**src/include/rap_map.svh**
```systemverilog
// Constants for the reset and alarm pin block
`ifndef RAP_MAP_SVH
`define RAP_MAP_SVH
`define RAP_CHANNELS 4
`define RAP_MON_OFF 2'h0
`define RAP_MON_RSVD 2'h1
`define RAP_MON_SLOW 2'h2
`define RAP_MON_NORMAL 2'h3
`define RAP_MON_RESET 2'h3
`define RAP_ENABLE_RESET 1'h0
`define RAP_POL_RESET 1'h0
`define RAP_FAULT_POL_RESET 1'h0
`define RAP_MASK_RESET 1'h0
`define RAP_SLOW_NEED_NS 320
`define RAP_CLK_NS 40
`define RAP_SLOW_CYCLES ((`RAP_SLOW_NEED_NS + `RAP_CLK_NS - 1) / `RAP_CLK_NS)
`endif

```
**src/include/rap_pkg.sv**
```systemverilog
// Types for the reset and alarm pin block
package rap_pkg;
  typedef logic [1:0] rap_mon_t;
  typedef struct packed {
    logic alarmPinEnable;
    logic alarmPinPolarity;
    logic inputFaultPolarity;
    logic alarmMask;
    rap_mon_t signalMonitorSelect;
  } rap_cfg_s;
endpackage

```
**src/rap_sync2.sv**
```systemverilog
// Two-flop synchroniser for one level
`timescale 1ns/1ps
module rap_sync2 (
  // Clock
  input wire logic clk,
  // Level in and out
  input wire logic din,
  output logic dout
);
  logic stage1Reg;
  logic stage2Reg;
  always_ff @(posedge clk) begin
    stage1Reg <= din;
    stage2Reg <= stage1Reg;
  end
  assign dout = stage2Reg;
endmodule

```
**src/rap_reset_alarm.sv**
```systemverilog
// Reset collection and input-fault alarm pin logic, one instance for all channels (alarm watches channel 0 only)
`timescale 1ns/1ps
`include "rap_map.svh"
module rap_reset_alarm #(
  parameter int CHANNELS = `RAP_CHANNELS,
  parameter int SLOW_CYCLES = `RAP_SLOW_CYCLES
) (
  // Clock and power-on reset
  input wire logic clk,
  input wire logic reset,
  // External reset pins, one per channel
  input wire logic [CHANNELS-1:0] hwResetPins_n,
  // Host configuration, loaded when cfgLoad is high
  input wire logic cfgLoad,
  input wire rap_pkg::rap_cfg_s cfgIn,
  // Raw input-clock missing detector per channel
  input wire logic [CHANNELS-1:0] inputSignalMissing,
  // Reset state and output clock gating
  output logic internalReset,
  output logic clockOutEnable,
  // Alarm pin, three signals
  output logic alarmPinOut,
  output logic alarmPinOe,
  output logic alarmActive
);
  logic [CHANNELS-1:0] pinSync;
  logic anyPinLow;
  logic resetReg;
  logic resetNext;
  rap_pkg::rap_cfg_s cfgReg;
  rap_pkg::rap_cfg_s cfgNext;
  logic programmedReg;
  logic programmedNext;
  logic [3:0] slowCountReg;
  logic [3:0] slowCountNext;
  logic faultReg;
  logic faultNext;
  logic slowFault;
  logic monFault;
  logic outReg;
  logic oeReg;
  logic clkOeReg;
  logic outNext;
  logic oeNext;
  logic clkOeNext;
  logic faultLevel;
  logic activeReg;
  logic activeNext;
  logic lossSync;
  rap_pkg::rap_cfg_s cfgDefault;

  // Pins are asynchronous, two flops each before use
  genvar g;
  generate
    for (g = 0; g < CHANNELS; g++) begin : gSync
      rap_sync2 uSync (.clk(clk), .din(hwResetPins_n[g]), .dout(pinSync[g]));
    end
  endgenerate

  // Loss flag comes from the input clock's domain, so it is resynchronised too
  rap_sync2 uLossSync (.clk(clk), .din(inputSignalMissing[0]), .dout(lossSync));

  assign anyPinLow = ~&pinSync;
  assign resetNext = reset | anyPinLow;

  always_ff @(posedge clk) begin
    resetReg <= resetNext;
  end

  // Configuration defaults whenever reset is held
  assign cfgDefault = rap_pkg::rap_cfg_s'{`RAP_ENABLE_RESET, `RAP_POL_RESET, `RAP_FAULT_POL_RESET,
                                          `RAP_MASK_RESET, `RAP_MON_RESET};
  assign cfgNext = resetReg ? cfgDefault : (cfgLoad ? cfgIn : cfgReg);
  assign programmedNext = resetReg ? 1'b0 : (programmedReg | cfgLoad);

  always_ff @(posedge clk) begin
    cfgReg <= cfgNext;
    programmedReg <= programmedNext;
  end

  // Slow detector: loss must persist before it counts, less sensitive
  assign slowCountNext = (resetReg | ~lossSync) ? 4'h0 :
                         (slowCountReg == 4'(SLOW_CYCLES)) ? slowCountReg :
                         slowCountReg + 4'h1;
  assign slowFault = (slowCountReg == 4'(SLOW_CYCLES));
  assign monFault = (cfgReg.signalMonitorSelect == `RAP_MON_NORMAL) ? lossSync :
                    (cfgReg.signalMonitorSelect == `RAP_MON_SLOW) ? slowFault :
                    1'b0;
  assign faultNext = resetReg ? 1'b0 : monFault;

  always_ff @(posedge clk) begin
    slowCountReg <= slowCountNext;
    faultReg <= faultNext;
  end

  // Mask gates the event; polarity bits set the asserted level
  assign activeNext = ~resetReg & faultReg & ~cfgReg.alarmMask;
  assign faultLevel = activeNext ^ cfgReg.inputFaultPolarity ^ cfgReg.alarmPinPolarity;
  assign outNext = ~resetReg & cfgReg.alarmPinEnable & faultLevel;
  assign oeNext = ~resetReg & cfgReg.alarmPinEnable;
  assign clkOeNext = ~resetReg & programmedReg;

  always_ff @(posedge clk) begin
    outReg <= outNext;
    oeReg <= oeNext;
    clkOeReg <= clkOeNext;
    activeReg <= activeNext;
  end

  assign internalReset = resetReg;
  assign clockOutEnable = clkOeReg;
  assign alarmPinOut = outReg;
  assign alarmPinOe = oeReg;
  assign alarmActive = activeReg;

  property p_clk_off_in_reset;
    @(posedge clk) resetReg |=> !clockOutEnable;
  endproperty
  a_clk_off_in_reset: assert property (p_clk_off_in_reset) else $error("clock out on in reset");

  property p_pin_resets_all;
    @(posedge clk) disable iff (reset) $fell(hwResetPins_n[0]) |-> ##[2:3] internalReset;
  endproperty
  a_pin_resets_all: assert property (p_pin_resets_all) else $error("pin reset missed");

  property p_cfg_default;
    @(posedge clk) resetReg |=> (cfgReg.alarmPinEnable == `RAP_ENABLE_RESET);
  endproperty
  a_cfg_default: assert property (p_cfg_default) else $error("config not defaulted");

  property p_need_program;
    @(posedge clk) disable iff (reset) (!programmedReg) |=> !clockOutEnable;
  endproperty
  a_need_program: assert property (p_need_program) else $error("clock out unprogrammed");

  property p_float_disabled;
    @(posedge clk) disable iff (reset) (!cfgReg.alarmPinEnable) |=> !alarmPinOe;
  endproperty
  a_float_disabled: assert property (p_float_disabled) else $error("pin driven disabled");

  property p_enable_drives;
    @(posedge clk) disable iff (reset) (cfgReg.alarmPinEnable && !resetReg) |=> alarmPinOe;
  endproperty
  a_enable_drives: assert property (p_enable_drives) else $error("pin not driven");

  property p_mask;
    @(posedge clk) disable iff (reset) cfgReg.alarmMask |=> !alarmActive;
  endproperty
  a_mask: assert property (p_mask) else $error("masked alarm seen");

  property p_level;
    @(posedge clk) disable iff (reset) alarmPinOe |-> alarmPinOut ==
      (alarmActive ^ $past(cfgReg.inputFaultPolarity) ^ $past(cfgReg.alarmPinPolarity));
  endproperty
  a_level: assert property (p_level) else $error("alarm level wrong");

  property p_mon_off;
    @(posedge clk) disable iff (reset)
      (cfgReg.signalMonitorSelect == `RAP_MON_OFF) |=> !faultReg;
  endproperty
  a_mon_off: assert property (p_mon_off) else $error("fault with monitor off");

  property p_sync_release;
    @(posedge clk) disable iff (reset)
      $fell(internalReset) |-> (!clockOutEnable && !alarmPinOe && !alarmActive);
  endproperty
  a_sync_release: assert property (p_sync_release) else $error("release unsynced");

  // Any held-low pin reaches the common reset after the synchroniser delay
  property p_any_pin;
    @(posedge clk) disable iff (reset) !(&hwResetPins_n) |-> ##3 internalReset;
  endproperty
  a_any_pin: assert property (p_any_pin) else $error("channel pin reset missed");

  property p_cfg_all_default;
    @(posedge clk) resetReg |=> ((cfgReg.signalMonitorSelect == `RAP_MON_RESET) &&
      (cfgReg.alarmMask == `RAP_MASK_RESET) && (cfgReg.alarmPinPolarity == `RAP_POL_RESET));
  endproperty
  a_cfg_all_default: assert property (p_cfg_all_default) else $error("config fields kept");

  property p_out_low_disabled;
    @(posedge clk) disable iff (reset) (!cfgReg.alarmPinEnable) |=> !alarmPinOut;
  endproperty
  a_out_low_disabled: assert property (p_out_low_disabled) else $error("pin value disabled");

  property p_mon_rsvd;
    @(posedge clk) disable iff (reset)
      (cfgReg.signalMonitorSelect == `RAP_MON_RSVD) |=> !faultReg;
  endproperty
  a_mon_rsvd: assert property (p_mon_rsvd) else $error("fault with reserved monitor");

  // Held loss with normal monitoring must reach the alarm
  property p_loss_reported;
    @(posedge clk) disable iff (reset)
      (!internalReset && (cfgReg.signalMonitorSelect == `RAP_MON_NORMAL) && !cfgReg.alarmMask &&
       inputSignalMissing[0])[*5] |=> alarmActive;
  endproperty
  a_loss_reported: assert property (p_loss_reported) else $error("loss not reported");

  property p_no_loss;
    @(posedge clk) disable iff (reset) (!inputSignalMissing[0])[*5] |=> !alarmActive;
  endproperty
  a_no_loss: assert property (p_no_loss) else $error("alarm with input present");

  // Holds for slow counts of two or more: a short loss never trips it
  property p_slow_hold;
    @(posedge clk) disable iff (reset)
      ($rose(faultReg) && ($past(cfgReg.signalMonitorSelect) == `RAP_MON_SLOW)) |->
      ($past(inputSignalMissing[0], 4) && $past(inputSignalMissing[0], 5));
  endproperty
  a_slow_hold: assert property (p_slow_hold) else $error("slow detector too quick");

  // Main scenarios
  c_alarm: cover property (@(posedge clk) alarmActive);
  c_slow: cover property (@(posedge clk) slowFault);
  c_clk_on: cover property (@(posedge clk) clockOutEnable);
  c_pin_release: cover property (@(posedge clk) $fell(internalReset));
endmodule

```
**config.mk**
```make
export PLATFORM = sky130hd
export DESIGN_NAME = rap_reset_alarm
export DESIGN_NICKNAME = d
export VERILOG_FILES = /design/src/include/rap_pkg.sv /design/src/rap_sync2.sv /design/src/rap_reset_alarm.sv
export VERILOG_INCLUDE_DIRS = /design/src /design/src/include
export SDC_FILE = /design/constraint.sdc
export NUM_CORES = 1
export LEC_CHECK = 0
export BUFFER_PORTS_ARGS = -buffer_cell sky130_fd_sc_hd__buf_2
export CORE_MARGIN = 5
export CORE_UTILIZATION = 25
export CTS_CLUSTER_DIAMETER = 80
export DETAILED_ROUTE_END_ITERATION = 6
export PLACE_DENSITY = 0.45
export SLEW_MARGIN = 15
export SYNTH_ARGS = -nofsm -noshare
export SYNTH_HDL_FRONTEND = slang
export SYNTH_HIERARCHICAL = 1
export SYNTH_SLANG_ARGS = --single-unit
```
**constraint.sdc**
```tcl
create_clock -name clk -period 1.5 [get_ports clk]
set_input_delay 0.15 -clock clk [delete_from_list [all_inputs] [get_ports clk]]
set_output_delay 0.15 -clock clk [all_outputs]
set_load 0.02 [all_outputs]
```
==> impl_metrics.env <==
export IMPL_max_stage_delay_ns=0.62
export IMPL_internal_power_uw=866
export IMPL_crit_arrival_ns=1.17
export IMPL_end_kind="output pin"
export IMPL_h_tree_depth=1
export IMPL_io_buffers=18
export IMPL_drtAntennaViolNets=0
export IMPL_clock_power_share=0.266
export IMPL_synth_distinct_cells=20
export IMPL_finalSetupViolCount=0
export IMPL_seq_power_share=0.692
export IMPL_seq_area_frac_synth=0.638
export IMPL_synth_fa_ha_area_frac=0.0295
export IMPL_synth_main_ff_cell="dfxtp_1"
export IMPL_antenna_found_initial=0
export IMPL_rows=21
export IMPL_vias=509
export IMPL_fin_nets=115
export IMPL_synth_area_um2=847
export IMPL_max_slew_margin=0.702
export IMPL_grt_start_max_net_pins=15
export IMPL_cts_made_buffers=3
export IMPL_fin_skew_ns=0.00507
export IMPL_busiest_layer="met2"
export IMPL_clock_sinks=27
export IMPL_synth_area_leader_cell="dfxtp_1"
export IMPL_use_met2=0.0975
export IMPL_grt_first_pass_wirelength_um=1970
export IMPL_peakVddDrop_uv=579
export IMPL_synth_area_per_cell_um2=12.1
export IMPL_hpwl_um=865
export IMPL_placeableCoreArea_um2=3310
export IMPL_post_route_period_util=0.879
export IMPL_synth_edf_count=0
export IMPL_r2r_worst_path_cells=5
export IMPL_die_w_um=68.2
export IMPL_avgViaCountPerCell=3.61
export IMPL_synth_top_area_share=0.638
export IMPL_ys_seq_elements=27
export IMPL_stdcell_area_um2=1060
export IMPL_start_kind="flip-flop"
export IMPL_start_util=0.256
export IMPL_cp_top_family="flip-flops"
export IMPL_dpl_instance_area_um2=985
export IMPL_path_cells="buf_2"
export IMPL_rr_startpoint="slowCountReg[0]"
export IMPL_grt_usage=0.0581
export IMPL_cts_tree="done"
export IMPL_clk_path_buf_depth=2
export IMPL_cts_root_buffer="clkbuf_4"
export IMPL_use_met1=0.0579
export IMPL_r2r_end="slowCountReg[1]"
export IMPL_synth_top_cells_by_area="dfxtp_1, mux2i_1, nor2_1, xnor2_1, ha_1"
export IMPL_combPwrFrac=0.041
export IMPL_postSynth_asyncResetShare=0
export IMPL_die_area_um2=4650
export IMPL_crit_slowest_cell="dfxtp_1"
export IMPL_fin_crit_ns=1.32
export IMPL_crit_type="flip-flop to output pin"
export IMPL_syn_instance_count=70
export IMPL_area_growth_pct=25.3
export IMPL_yosysMostFrequentCell="dfxtp_1"
export IMPL_grt_setup_unrepaired="no"
export IMPL_io_pins=22
export IMPL_n_antenna_cell=0
export IMPL_synthTopCellsByCount="dfxtp_1, nor2_1, mux2i_1, nor2b_1, xnor2_1"
export IMPL_cp_buffers_inverters=1
export IMPL_min_path_type="primary input to flip-flop"
export IMPL_synth_compound_area_share=0.0266
export IMPL_r2r_slack_ns=0.38
export IMPL_synth_simple_area_share=0.174
export IMPL_drt_wirelength_per_cell_um=8.02
export IMPL_report_final_slew_viol_count=0
export IMPL_synth_mux_area_frac=0.0591
export IMPL_die_h_um=68.2
export IMPL_synthXorXnorAreaFrac=0.0517
export IMPL_grt_overflow_total=0
export IMPL_leakage_nw=0.443
export IMPL_min_from="reset"
export IMPL_cts_resized=0
export IMPL_hold_path_depth=2
export IMPL_finalWirelength_um=1130
export IMPL_layout_drive_gt1_share=0.253
export IMPL_path_clk_slew_ns=0.12
export IMPL_status="finished, final reports clean"
export IMPL_fin_tns_setup_ns=0
export IMPL_fmax_mhz=758
export IMPL_cp_data_required_time_ns=1.35
export IMPL_hold_viol_final=0
export IMPL_cp_max_fo=13
export IMPL_drtIter0Drc=12
export IMPL_power_switching_uw=202
export IMPL_synth_top_family_by_area="simple AND/OR/NAND/NOR gates"
export IMPL_drc=0
export IMPL_drv_cap=0
export IMPL_clock_latency_ns=0.30
export IMPL_power_density_nw_per_um2=1010
export IMPL_synth_net_count=89
export IMPL_swShare=0.189
export IMPL_yosysWarnings=6
export IMPL_use_met3=0.0361
export IMPL_grt_pass1_vias=478
export IMPL_first_pass_iters=2
export IMPL_whs_endpoint="internalReset"
export IMPL_tightest_slew_ns=0.446
export IMPL_gp_congestion=0.613
-- layout make-up --
class | count | area [um2]
inverters | 2 | 7.51
flip-flops and latches | 27 | 541
multi-input cells | 39 | 289
well taps | 46 | 57.6
fillers | 356 | 2250
clock buffers | 4 | 26.3
repair buffers | 23 | 140
-- repair_timing --
| action | CTS | global route |
|---|---|---|
| setup buffers | 0 | 0 |
| hold buffers | 5 | 0 |
| hold endpoints to repair | 5 | 0 |
-- flip-flops by register name, summed over array words and instances (netlist names) --
name and count:
cfgReg 6, gSync.uSync/dout 4, gSync.uSync/stage1Reg 4, slowCountReg 4, alarmActive 1, alarmPinOe 1, alarmPinOut 1, clockOutEnable 1
faultReg 1, internalReset 1, programmedReg 1, uLossSync/dout 1, uLossSync/stage1Reg 1
-- worst max path at each step --
| stage | start | to | slack (ns) | cells after the start |
|---|---|---|---|---|
| floorplan | internalReset | slowCountReg[0] | 0.44 | 3 |
| global placement | slowCountReg[0] | faultReg | 0.38 | 5 |
| detailed placement | slowCountReg[0] | faultReg | 0.38 | 5 |
| CTS | internalReset | internalReset | 0.13 | 1 |
| global route | internalReset | internalReset | 0.05 | 1 |
| finish | internalReset | internalReset | 0.18 | 1 |
-- power by group through the flow --
stage | Clock [mW] | Sequential [mW] | Combinational (mW)
3_5_place_dp | 0 | 0.756 | 0.0355
4_1_cts | 0.311 | 0.740 | 0.0454
5_1_grt | 0.346 | 0.743 | 0.0493
3_3_place_gp | 0 | 0.756 | 0.0347
6_report | 0.284 | 0.740 | 0.0443
2_1_floorplan | 0 | 0.754 | 0.0178
-- metal layers --
layer  vias to the layer above  part of all wire
met4                         0             0.011
met5                         -                 0
met3                         2              0.10
met2                        14              0.46
met1                       216              0.42
li1                        277                 -
-- through the flow --
stage                     hold WS, ns  utilization  std cells  power (mW)  setup WS [ns]
after CTS                      0.0125        0.320        141        1.10          0.129
final                          0.0252        0.320        141        1.07          0.181
after global routing          0.00295        0.320        141        1.14         0.0511
after detailed placement        0.254        0.297        132       0.792          0.381
after global placement          0.253        0.297        132       0.791          0.382
after floorplan                 0.178            -         70       0.772          0.444
-- cell usage in the layout (no fill, tap or decap) --
cell           synthesis  layout
nor3b_4                1       1
nand3b_4               1       1
nand2b_1               1       1
nor2_1                10      10
mux2i_1                5       5
dfxtp_1               27      27
clkbuf_4               0       3
nand3_1                1       1
o21ai_0                1       1
xnor2_1                3       3
and2_1                 1       1
nand2_1                2       2
clkbuf_1               0       1
xor2_1                 2       2
dlygate4sd3_1          0       5
and3b_1                1       1
buf_2                  2      18
ha_1                   2       2
inv_1                  2       2
or2_2                  1       1
nand4_1                1       1
nor2b_1                4       4
a211o_1                2       2
-- logic make-up after synthesis --
logic type	count (synthesis)
DFF	27
and+or+nand+nor	24
xor gates and xnor gates	5
muxes	5
buffers and inverters	4
AOI/OAI and AO/OA	3
adders and majority gates	2
Note: power is estimated with default switching activity, not from simulation.
